### src/core/dsmb_pkg.sv
// package: register map, status bit positions, modes and reset values of the drive status block
package dsmb_pkg;

  localparam int DSMB_DATA_W = 32;
  localparam int DSMB_ADDR_W = 12;
  localparam int DSMB_CNT_W  = 16;
  localparam int DSMB_IRQ_N  = 4;

  // register byte offsets
  localparam logic [11:0] DSMB_OFF_STATUS   = 12'h000;
  localparam logic [11:0] DSMB_OFF_FERR_WIN = 12'h004;
  localparam logic [11:0] DSMB_OFF_FERR_TMO = 12'h008;
  localparam logic [11:0] DSMB_OFF_POS_WIN  = 12'h00C;
  localparam logic [11:0] DSMB_OFF_VEL_WIN  = 12'h010;
  localparam logic [11:0] DSMB_OFF_VEL_TIME = 12'h014;
  localparam logic [11:0] DSMB_OFF_VEL_THR  = 12'h018;
  localparam logic [11:0] DSMB_OFF_IRQ_STS  = 12'h01C;
  localparam logic [11:0] DSMB_OFF_IRQ_CLR  = 12'h020;
  localparam logic [11:0] DSMB_OFF_IRQ_EN   = 12'h024;

  // reset values
  localparam logic [31:0] DSMB_RST_FERR_WIN = 32'h0000_0100;
  localparam logic [31:0] DSMB_RST_FERR_TMO = 32'h0000_0064;
  localparam logic [31:0] DSMB_RST_POS_WIN  = 32'h0000_0010;
  localparam logic [31:0] DSMB_RST_VEL_WIN  = 32'h0000_0020;
  localparam logic [31:0] DSMB_RST_VEL_TIME = 32'h0000_0064;
  localparam logic [31:0] DSMB_RST_VEL_THR  = 32'h0000_0040;
  localparam logic [3:0]  DSMB_RST_IRQ_EN   = 4'h0;

  // status word bit positions
  localparam int DSMB_SW_TOL     = 8;
  localparam int DSMB_SW_TARGET  = 10;
  localparam int DSMB_SW_HOME    = 11;
  localparam int DSMB_SW_ACK     = 12;
  localparam int DSMB_SW_STOPPED = 13;
  localparam int DSMB_SW_LIM_POS = 15;
  localparam int DSMB_SW_LIM_OTH = 11;

  // control word bit positions
  localparam int DSMB_CW_TASK = 6;
  localparam int DSMB_CW_HALT = 8;

  // interrupt status bit positions
  localparam int DSMB_IRQ_FERR   = 0;
  localparam int DSMB_IRQ_TARGET = 1;
  localparam int DSMB_IRQ_ACK    = 2;
  localparam int DSMB_IRQ_LIMIT  = 3;

  typedef enum logic [1:0] {
    DSMB_MODE_NONE = 2'h0,
    DSMB_MODE_POS  = 2'h1,
    DSMB_MODE_VEL  = 2'h3,
    DSMB_MODE_TRQ  = 2'h2
  } dsmb_mode_t;

endpackage

### src/core/dsmb_win_if.sv
// interface: condition, limit and result between the status logic and a hold timer
`timescale 1ns/10ps
interface dsmb_win_if #(
  parameter int CNT_W = 16
);
  logic             cond;
  logic [CNT_W-1:0] limit;
  logic             held;

  modport user  (output cond, output limit, input held);
  modport timer (input cond, input limit, output held);
endinterface

### src/core/dsmb_hold_timer.sv
// module: reports that a condition has stood for longer than a cycle limit
`timescale 1ns/10ps
module dsmb_hold_timer
  import dsmb_pkg::*;
#(
  parameter int CNT_W = 16
) (
  // clock and reset
  input  wire logic   clk,
  input  wire logic   sys_rst,
  // condition and result
  dsmb_win_if.timer   win
);

  typedef struct packed {
    logic [CNT_W-1:0] count;
    logic             held;
  } dsmb_tmr_t;

  dsmb_tmr_t r;
  dsmb_tmr_t next_r;

  always_comb begin
    next_r = r;
    if (!win.cond) begin
      next_r.count = '0;
      next_r.held  = 1'b0;
    end else begin
      // saturating count of cycles the condition has already stood
      if (r.count != {CNT_W{1'b1}}) begin
        next_r.count = r.count + 1'b1;
      end
      next_r.held = (r.count >= win.limit);
    end
  end

  always_ff @(posedge clk) begin
    if (sys_rst) begin
      r <= '0;
    end else begin
      r <= next_r;
    end
  end

  assign win.held = r.held;
endmodule

### src/core/dsmb_status_bits.sv
// module: mode specific drive status word bits with APB register access and interrupt
// Function
// - position mode: bit 8 clears once following error exceeds window past timeout.
// - position mode: bit 10 set when task ended inside positioning window.
// - position mode: bit 11 set only with a valid home position.
// - position mode: bit 12 rises to acknowledge an accepted traversing task.
// - acknowledge bit answers only the falling edge of control bit 6.
// - outside operation bit 12 is zero; rising control bit 6 rearms it only in operation.
// - position mode: bit 13 low while task moves, high when stopped.
// - internal limit on bit 15 in position mode, bit 11 in velocity and torque modes.
// - velocity mode: bit 8 set when speed error stays inside window past time.
// - velocity mode: bit 10 set when actual velocity at or above threshold.
// - torque mode, halt clear: bit 10 shows target torque reached.
// - torque mode, halt set: bit 10 low decelerating, high once stopped.
// - torque mode, safety stop: bit 10 low, halt bit ignored.
// - internal limit from software limit, either overtravel switch or torque limit.
`timescale 1ns/10ps
module dsmb_status_bits
  import dsmb_pkg::*;
#(
  parameter int CNT_W = DSMB_CNT_W
) (
  // clock and reset
  input  wire logic                    clk,
  input  wire logic                    sys_rst,
  // apb slave
  input  wire logic [DSMB_ADDR_W-1:0]  paddr,
  input  wire logic                    psel,
  input  wire logic                    penable,
  input  wire logic                    pwrite,
  input  wire logic [DSMB_DATA_W-1:0]  pwdata,
  output logic      [DSMB_DATA_W-1:0]  prdata,
  output logic                         pready,
  output logic                         pslverr,
  // drive state and control word
  input  wire logic [1:0]              opMode,
  input  wire logic                    inOperation,
  input  wire logic [15:0]             ctrlWord,
  // position path
  input  wire logic signed [31:0]      actPos,
  input  wire logic signed [31:0]      demandPos,
  input  wire logic signed [31:0]      targetPos,
  input  wire logic                    taskActive,
  input  wire logic                    taskDone,
  input  wire logic                    taskAccepted,
  input  wire logic                    homeValid,
  // velocity and torque path
  input  wire logic signed [31:0]      actVel,
  input  wire logic signed [31:0]      targetVel,
  input  wire logic                    torqueReached,
  input  wire logic                    axisStopped,
  input  wire logic                    safetyStopRequest,
  // limit sources
  input  wire logic                    swPosLimit,
  input  wire logic                    posOvertravel,
  input  wire logic                    negOvertravel,
  input  wire logic                    torqueLimit,
  // status and interrupt
  output logic      [15:0]             driveStatusWord,
  output logic                         irq
);

  typedef struct packed {
    logic [31:0]            ferrWin;
    logic [31:0]            ferrTmo;
    logic [31:0]            posWin;
    logic [31:0]            velWin;
    logic [31:0]            velTime;
    logic [31:0]            velThr;
    logic [DSMB_IRQ_N-1:0]  irqSts;
    logic [DSMB_IRQ_N-1:0]  irqEn;
    logic                   cw6Prev;
    logic                   ackArmed;
    logic                   ackPending;
    logic                   ackBit;
    logic                   limPrev;
    logic [15:0]            statusWord;
    logic [31:0]            rdData;
    logic                   rdErr;
  } dsmb_state_t;

  dsmb_state_t r;
  dsmb_state_t next_r;

  dsmb_win_if #(.CNT_W(CNT_W)) ferrWinIf ();
  dsmb_win_if #(.CNT_W(CNT_W)) velWinIf ();

  dsmb_hold_timer #(.CNT_W(CNT_W)) ferrTimer (
    .clk     (clk),
    .sys_rst (sys_rst),
    .win     (ferrWinIf)
  );

  dsmb_hold_timer #(.CNT_W(CNT_W)) velTimer (
    .clk     (clk),
    .sys_rst (sys_rst),
    .win     (velWinIf)
  );

  // magnitude of a signed difference, one bit wider to avoid overflow
  function automatic logic [32:0] absDiff(input logic signed [31:0] a, input logic signed [31:0] b);
    logic signed [32:0] d;
    d = {a[31], a} - {b[31], b};
    absDiff = d[32] ? 33'(-d) : 33'(d);
  endfunction

  logic [32:0] posErr;
  logic [32:0] posDev;
  logic [32:0] velErr;
  logic        inPosWin;
  logic        limitAny;
  logic        cw6Rise;
  logic        cw6Fall;
  logic        halt;
  logic        apbSetup;
  logic        apbWrite;
  logic [DSMB_IRQ_N-1:0] irqEvent;
  logic [DSMB_IRQ_N-1:0] irqClr;

  assign posErr   = absDiff(actPos, demandPos);
  assign posDev   = absDiff(actPos, targetPos);
  assign velErr   = absDiff(targetVel, actVel);
  assign inPosWin = (posDev <= {1'b0, r.posWin});
  assign limitAny = swPosLimit | posOvertravel | negOvertravel | torqueLimit;
  assign cw6Rise  = ctrlWord[DSMB_CW_TASK] & ~r.cw6Prev;
  assign cw6Fall  = ~ctrlWord[DSMB_CW_TASK] & r.cw6Prev;
  assign halt     = ctrlWord[DSMB_CW_HALT];
  assign apbSetup = psel & ~penable;
  assign apbWrite = psel & penable & pwrite;

  // timers watch the window conditions
  assign ferrWinIf.cond  = (posErr > {1'b0, r.ferrWin});
  assign ferrWinIf.limit = r.ferrTmo[CNT_W-1:0];
  assign velWinIf.cond   = (velErr <= {1'b0, r.velWin});
  assign velWinIf.limit  = r.velTime[CNT_W-1:0];

  always_comb begin
    next_r   = r;
    irqEvent = '0;
    irqClr   = '0;

    // traversing task acknowledge handshake
    next_r.cw6Prev = ctrlWord[DSMB_CW_TASK];
    if (!inOperation) begin
      next_r.ackBit     = 1'b0;
      next_r.ackArmed   = 1'b0;
      next_r.ackPending = 1'b0;
    end else begin
      if (taskAccepted) begin
        next_r.ackPending = 1'b1;
      end
      if (cw6Rise) begin
        // a new request rearms and withdraws the previous acknowledge
        next_r.ackArmed = 1'b1;
        next_r.ackBit   = 1'b0;
      end else if (cw6Fall && r.ackArmed && (r.ackPending || taskAccepted)) begin
        next_r.ackBit     = 1'b1;
        next_r.ackArmed   = 1'b0;
        next_r.ackPending = 1'b0;
      end
    end

    // mode specific status bits, all others read zero
    next_r.statusWord = '0;
    unique case (dsmb_mode_t'(opMode))
      DSMB_MODE_POS: begin
        next_r.statusWord[DSMB_SW_TOL]     = ~ferrWinIf.held;
        next_r.statusWord[DSMB_SW_TARGET]  = taskDone & inPosWin;
        next_r.statusWord[DSMB_SW_HOME]    = homeValid;
        next_r.statusWord[DSMB_SW_ACK]     = next_r.ackBit;
        next_r.statusWord[DSMB_SW_STOPPED] = ~(taskActive & (actVel != 0));
        next_r.statusWord[DSMB_SW_LIM_POS] = limitAny;
      end
      DSMB_MODE_VEL: begin
        next_r.statusWord[DSMB_SW_TOL]     = velWinIf.held;
        next_r.statusWord[DSMB_SW_TARGET]  = (actVel >= $signed(r.velThr));
        next_r.statusWord[DSMB_SW_LIM_OTH] = limitAny;
      end
      DSMB_MODE_TRQ: begin
        if (safetyStopRequest) begin
          next_r.statusWord[DSMB_SW_TARGET] = 1'b0;
        end else if (halt) begin
          next_r.statusWord[DSMB_SW_TARGET] = axisStopped;
        end else begin
          next_r.statusWord[DSMB_SW_TARGET] = torqueReached;
        end
        next_r.statusWord[DSMB_SW_LIM_OTH] = limitAny;
      end
      DSMB_MODE_NONE: begin
        next_r.statusWord = '0;
      end
    endcase

    // interrupt events: edges of the reported bits
    if (dsmb_mode_t'(opMode) == DSMB_MODE_POS) begin
      irqEvent[DSMB_IRQ_FERR]   = r.statusWord[DSMB_SW_TOL] & ~next_r.statusWord[DSMB_SW_TOL];
      irqEvent[DSMB_IRQ_TARGET] = ~r.statusWord[DSMB_SW_TARGET] & next_r.statusWord[DSMB_SW_TARGET];
      irqEvent[DSMB_IRQ_ACK]    = ~r.statusWord[DSMB_SW_ACK] & next_r.statusWord[DSMB_SW_ACK];
    end
    irqEvent[DSMB_IRQ_LIMIT] = limitAny & ~r.limPrev;
    next_r.limPrev           = limitAny;

    // register writes take effect in the access phase
    if (apbWrite) begin
      unique case (paddr)
        DSMB_OFF_FERR_WIN: next_r.ferrWin = pwdata;
        DSMB_OFF_FERR_TMO: next_r.ferrTmo = pwdata;
        DSMB_OFF_POS_WIN:  next_r.posWin  = pwdata;
        DSMB_OFF_VEL_WIN:  next_r.velWin  = pwdata;
        DSMB_OFF_VEL_TIME: next_r.velTime = pwdata;
        DSMB_OFF_VEL_THR:  next_r.velThr  = pwdata;
        DSMB_OFF_IRQ_CLR:  irqClr         = pwdata[DSMB_IRQ_N-1:0];
        DSMB_OFF_IRQ_EN:   next_r.irqEn   = pwdata[DSMB_IRQ_N-1:0];
        default: ;
      endcase
    end
    // an event in the clearing cycle stays set
    next_r.irqSts = (r.irqSts & ~irqClr) | irqEvent;

    // read data and error are captured in the setup phase
    if (apbSetup) begin
      next_r.rdErr  = 1'b0;
      next_r.rdData = '0;
      unique case (paddr)
        DSMB_OFF_STATUS:   next_r.rdData = {16'h0000, r.statusWord};
        DSMB_OFF_FERR_WIN: next_r.rdData = r.ferrWin;
        DSMB_OFF_FERR_TMO: next_r.rdData = r.ferrTmo;
        DSMB_OFF_POS_WIN:  next_r.rdData = r.posWin;
        DSMB_OFF_VEL_WIN:  next_r.rdData = r.velWin;
        DSMB_OFF_VEL_TIME: next_r.rdData = r.velTime;
        DSMB_OFF_VEL_THR:  next_r.rdData = r.velThr;
        DSMB_OFF_IRQ_STS:  next_r.rdData = {28'h0000000, r.irqSts};
        DSMB_OFF_IRQ_CLR:  next_r.rdData = '0;
        DSMB_OFF_IRQ_EN:   next_r.rdData = {28'h0000000, r.irqEn};
        default:           next_r.rdErr  = 1'b1;
      endcase
    end
  end

  always_ff @(posedge clk) begin
    if (sys_rst) begin
      r         <= '0;
      r.ferrWin <= DSMB_RST_FERR_WIN;
      r.ferrTmo <= DSMB_RST_FERR_TMO;
      r.posWin  <= DSMB_RST_POS_WIN;
      r.velWin  <= DSMB_RST_VEL_WIN;
      r.velTime <= DSMB_RST_VEL_TIME;
      r.velThr  <= DSMB_RST_VEL_THR;
      r.irqEn   <= DSMB_RST_IRQ_EN;
    end else begin
      r <= next_r;
    end
  end

  assign prdata          = r.rdData;
  assign pready          = penable;
  assign pslverr         = psel & penable & r.rdErr;
  assign driveStatusWord = r.statusWord;
  assign irq             = |(r.irqSts & r.irqEn);
endmodule

### config.mk
export PLATFORM = sky130hd
export DESIGN_NAME = dsmb_status_bits
export DESIGN_NICKNAME = d
export VERILOG_FILES = /design/src/core/dsmb_pkg.sv /design/src/core/dsmb_win_if.sv /design/src/core/dsmb_hold_timer.sv /design/src/core/dsmb_status_bits.sv
export SDC_FILE = /design/constraint.sdc
export NUM_CORES = 1
export LEC_CHECK = 0
export ABC_CLOCK_PERIOD_IN_PS = 15300
export BUFFER_PORTS_ARGS = -buffer_cell sky130_fd_sc_hd__buf_2
export CAP_MARGIN = 20
export CORE_AREA = 2 2 248 250
export CTS_CLUSTER_DIAMETER = 50
export CTS_CLUSTER_SIZE = 10
export DETAILED_ROUTE_END_ITERATION = 6
export DIE_AREA = 0 0 250 252
export GPL_ROUTABILITY_DRIVEN = 0
export HOLD_SLACK_MARGIN = 0.1
export MAX_ROUTING_LAYER = met4
export PLACE_DENSITY = 0.69
export SLEW_MARGIN = 30
export SYNTH_ARGS = -nofsm -noshare
export SYNTH_HDL_FRONTEND = slang
export SYNTH_SLANG_ARGS = --single-unit
### constraint.sdc
create_clock -name clk -period 15.3 [get_ports clk]
set_input_delay 2.295 -clock clk [delete_from_list [all_inputs] [get_ports clk]]
set_output_delay 2.295 -clock clk [all_outputs]
set_load 0.01 [all_outputs]
==> parameters.txt <==
Parameter                              Value

Route
  Routed wire length ... 77.1 mm
  Average vias per placed instance ... roughly 5.7
  Via count ... roughly 24000
  Detailed-routed wire length on met2 ... 35.1 mm
  DR WL/cell ... ~18 um
  Uppermost layer routed ... met4
  Met3 Wirelength ... about 6.4 mm
  Iteration-0 DRC Markers ... ~2300
  Met1 Routed Length ... 33.8 mm
  Count of unresolved DRC violations after routing ... 6
  Number of iterations in the first detailed-routing pass ... 7
  Antenna violation net count after detailed routing ... 0

Floorplan
  CORE AREA ... about 60000 sq um
  Die height ... 252 um
  Total die area ... about 63000 sq um
  Top-Level Pins ... 290
  Floorplan die width ... about 250 um
  Num rows ... 90
  Initial cell density of the core ... 0.398

Clock network
  Number of levels in the clock H-tree ... 1
  CTS resizes ... 0
  Max Buffers Root-to-Sink ... 3
  Root buffer cell ... sky130_fd_sc_hd__clkbuf_16
  Clock transition at the registers of the reported paths ... 60 ps
  Num Clock Sinks ... about 280
  CTS tree ... yes
  Count of hold-fix buffers inserted at cts ... 0
  Buffer count from post-CTS setup fixing ... 0
  Latest clock arrival within the worst-skew pair ... roughly 570 ps
  Total CTS buffers ... 31

Min path
  Path category of the worst min-delay check ... flip-flop to flip-flop
  Worst hold path depth ... 1
  Start point of the worst min-delay path ... r[49]
  Hold endpoint ... r[61]

STA
  Hold violation total from the final report ... 0
  Final sum of negative setup slack ... 0 ps
  Total count of max-transition violations in the final report ... 0
  Worst setup skew after layout ... about 22 ps
  Setup repair after global routing missed its margin ... no
  Time the final worst path needs with I/O delays and setup ... ~7600 ps
  Measured slew at the worst slew-check pin ... between 1000 and 1500 ps
  Minimum hold slack ... 441 ps
  Achievable Freq ... roughly 130 MHz
  Max transition margin ... 0.306
  Final worst path period share ... 0.500
  Setup violations, final ... 0

Setup path
  Worst reg2reg path depth ... 13
  Worst path arrival time ... about 8000 ps
  Endpoint of the lowest-slack register-to-register path ... velTimer.win.held
  Critical path class ... input pin to flip-flop
  Setup crit start kind ... input pin
  Reg2Reg Launch Point ... r[128]
  Worst Path Max Fanout ... 18
  R2R setup slack ... between 10000 and 15000 ps
  CP max stage cell ... sky130_fd_sc_hd__nor4b_1
  Buffering stage count on the worst path with inverters included ... 4
  Type of element capturing the critical path ... flip-flop
  Cell family contributing the most delay on the critical path ... compound AO/OA/AOI/OAI gates
  Slowest Stage Delay on Critical Path ... ~570 ps
  Endpoint required time on the critical path ... approximately 16000 ps

Synth
  Number of enable-type register cells in the synthesized netlist ... 0
  Mapped Avg Cell Area ... about 7.3 sq um
  Post-Syn Instances ... 3272
  Proportion of synthesized area in mux cells ... 0.00590
  Fraction of synthesized cell area taken by the top area cell type ... 0.232
  Share of synthesized area occupied by flip-flops and latches ... 0.232
  Synthesized-area fraction occupied by ao, oa, aoi and oai cells ... 0.254
  Ys Warns ... 0
  Most used flip-flop cell after synthesis ... sky130_fd_sc_hd__dfxtp_1
  Count of cell types in the netlist ... ~100
  Proportion of synthesized flip-flops having asynchronous set or reset ... 0
  Post-synthesis instance area ... 23900 sq um
  Cell taking the most area after synthesis ... sky130_fd_sc_hd__dfxtp_1
  Fraction of synthesized cell area in xor and xnor cells ... 0.0654
  Number of storage elements in the synthesis netlist ... 278
  Simple logic cell fraction of the synthesized area ... 0.216
  Most area-consuming cells after synthesis ... sky130_fd_sc_hd__dfxtp_1 (23%), sky130_fd_sc_hd__ha_1 (14%), sky130_fd_sc_hd__a21oi_1 (8.5%)
  Combinational family with the most area after synthesis ... compound AO/OA/AOI/OAI gates
  Post-synthesis adder-cell area fraction ... 0.139

Power
  Part of the total power dissipated in sequential elements ... 0.336
  Overall Power ... between 2 and 2.5 mW
  Power density cells ... 82.9 nW/um^2
  Internal Pwr Total ... about 1.4 mW
  Sw frac ... 0.351
  Lkg Pwr ... 10.5 nW
  Proportion of power drawn by the clock network ... 0.290
  Peak ir drop on the vdd network ... ~0.000095 V
  Combinational share of power ... 0.374
  Switching power ... a little under 0.8 mW

Global routing
  Antenna violations before repair ... 7
  Wire length of the first global-routing pass ... about 120 mm
  Total track usage ... 0.241
  Residual overflow from global routing ... 0
  Via count of the first global-routing pass ... ~22000
  Pin count of the biggest net entering global routing ... 97

Final layout
  Non-filler instance count after layout ... between 4000 and 5000
  Area added between synthesis and finish ... 10.5%
  Final Net Count ... 3919
  Layout cell share with drive strength beyond 1 ... 0.118

Place
  Count of input and output buffers ... approximately 270
  DP Wirelength ... ~60 mm
  Number of instances in the placed design ... 4164

Run status
  Status ... finished with violations
  Violated checks ... DRC

Flow run
  Total of max-cap violations ... 0
==> metrics by stage <==
stage | instance area [sq um] | utilization | setup slack [ps]
floorplan | 24000 | - | 8400
global placement | 25600 | 0.426 | 7150
detailed placement | 25600 | 0.426 | 7080
CTS | 26400 | 0.439 | 7660
global route | 26400 | 0.440 | 7240
finish | 26500 | 0.440 | 7660
==> placed cells by master, fill, tap and decap left out, types with 71 or more instances in the layout <==
master / n
sky130_fd_sc_hd__ha_1: 261
sky130_fd_sc_hd__nand3_1: 71
sky130_fd_sc_hd__o21ai_0: 100
sky130_fd_sc_hd__xnor2_1: 103
sky130_fd_sc_hd__a21o_1: 95
sky130_fd_sc_hd__xor2_1: 74
sky130_fd_sc_hd__nor2_1: 192
sky130_fd_sc_hd__buf_2: 264
sky130_fd_sc_hd__a21oi_1: 409
sky130_fd_sc_hd__dfxtp_1: 278
sky130_fd_sc_hd__inv_1: 302
sky130_fd_sc_hd__nand2_1: 512
==> worst register-to-register path, stage by stage, from the launching register on <==
cell	delay [ps]
sky130_fd_sc_hd__dfxtp_1	360
sky130_fd_sc_hd__inv_1	60
sky130_fd_sc_hd__ha_1	300
sky130_fd_sc_hd__a21o_1	160
sky130_fd_sc_hd__a21o_1	170
sky130_fd_sc_hd__a211oi_1	290
sky130_fd_sc_hd__o21ai_0	160
sky130_fd_sc_hd__a221oi_1	370
sky130_fd_sc_hd__o21ai_0	190
sky130_fd_sc_hd__a21o_1	210
sky130_fd_sc_hd__a31oi_1	250
sky130_fd_sc_hd__o31ai_4	260
sky130_fd_sc_hd__buf_6	220
sky130_fd_sc_hd__a21oi_1	170
==> sequential cells by signal (all words and copies together), names as in the netlist <==
| signal | count |
|---|---|
| driveStatusWord | 6 |
| ferrTimer.r | 16 |
| ferrTimer.win.held | 1 |
| ferrWinIf.limit | 16 |
| prdata | 32 |
| r | 190 |
| velTimer.r | 16 |
| velTimer.win.held | 1 |
==> cell usage after synthesis, drive strengths merged, types with 6 or more instances <==
master	instances
clkbuf	122
a41oi	7
a21o	95
nor2	219
o21a	17
a31oi	41
a221o	6
nand3	71
or2	10
a211oi	27
dfxtp	278
inv	302
o211ai	30
a22oi	23
nor4	20
or3	16
and4	15
nor3b	8
o31ai	12
nand2b	22
xor2	74
and3	28
o21ai	111
a21oi	412
nand4	56
xnor2	104
a311oi	8
a222oi	50
a221oi	9
o21bai	13
and2	16
nand2	512
o2111ai	11
nor3	71
nor2b	30
ha	261
mux2i	13
buf	65
==> power groups by stage <==
stage	sequential [mW]	clock, mW	combinational (mW)
after detailed placement	0.751	0	0.807
after global placement	0.751	0	0.794
after global routing	0.736	0.672	0.913
final	0.736	0.636	0.820
after CTS	0.736	0.642	0.811
after floorplan	0.749	0	0.607
==> how the worst max path moves through the flow <==
stage / start / end / slack [ps] / cells after the start
floorplan: targetVel[0] / velTimer.r[4] / 8400 / 26
global placement: actPos[0] / ferrTimer.win.held / 7150 / 26
detailed placement: actPos[0] / ferrTimer.r[3] / 7080 / 26
CTS: actVel[0] / velTimer.win.held / 7660 / 26
global route: actPos[0] / ferrTimer.r[3] / 7240 / 25
finish: actVel[0] / velTimer.win.held / 7660 / 26
==> metal layers <==
layer	up-vias	GRT usage
met1	11100	0.318
met3	104	0.0220
met4	0	0.0614
li1	11800	-
met5	-	-
met2	969	0.396
==> cell families (layout without fill, tap and decap cells) <==
group	after synthesis	count (layout)
other	1	16
xor gates and xnor gates	178	178
buffers and inverters	489	624
adders and majority gates	264	264
muxes	14	14
DFF	278	278
and+or+nand+nor	1112	1112
AOI/OAI and AO/OA	936	936
==> cell type report <==
class | count | area, sq um
Multi-Input combinational cell | 2514 | 16400
Clock buffer | 32 | 790
Timing Repair Buffer | 289 | 1530
Antenna cell | 6 | 15.0
Inverter | 302 | 1130
Clock inverter | 1 | 8.76
Sequential cell | 278 | 5570
Tap cell | 782 | 978
Fill cell | 6200 | 33700
(Power assumes the default switching activity.)
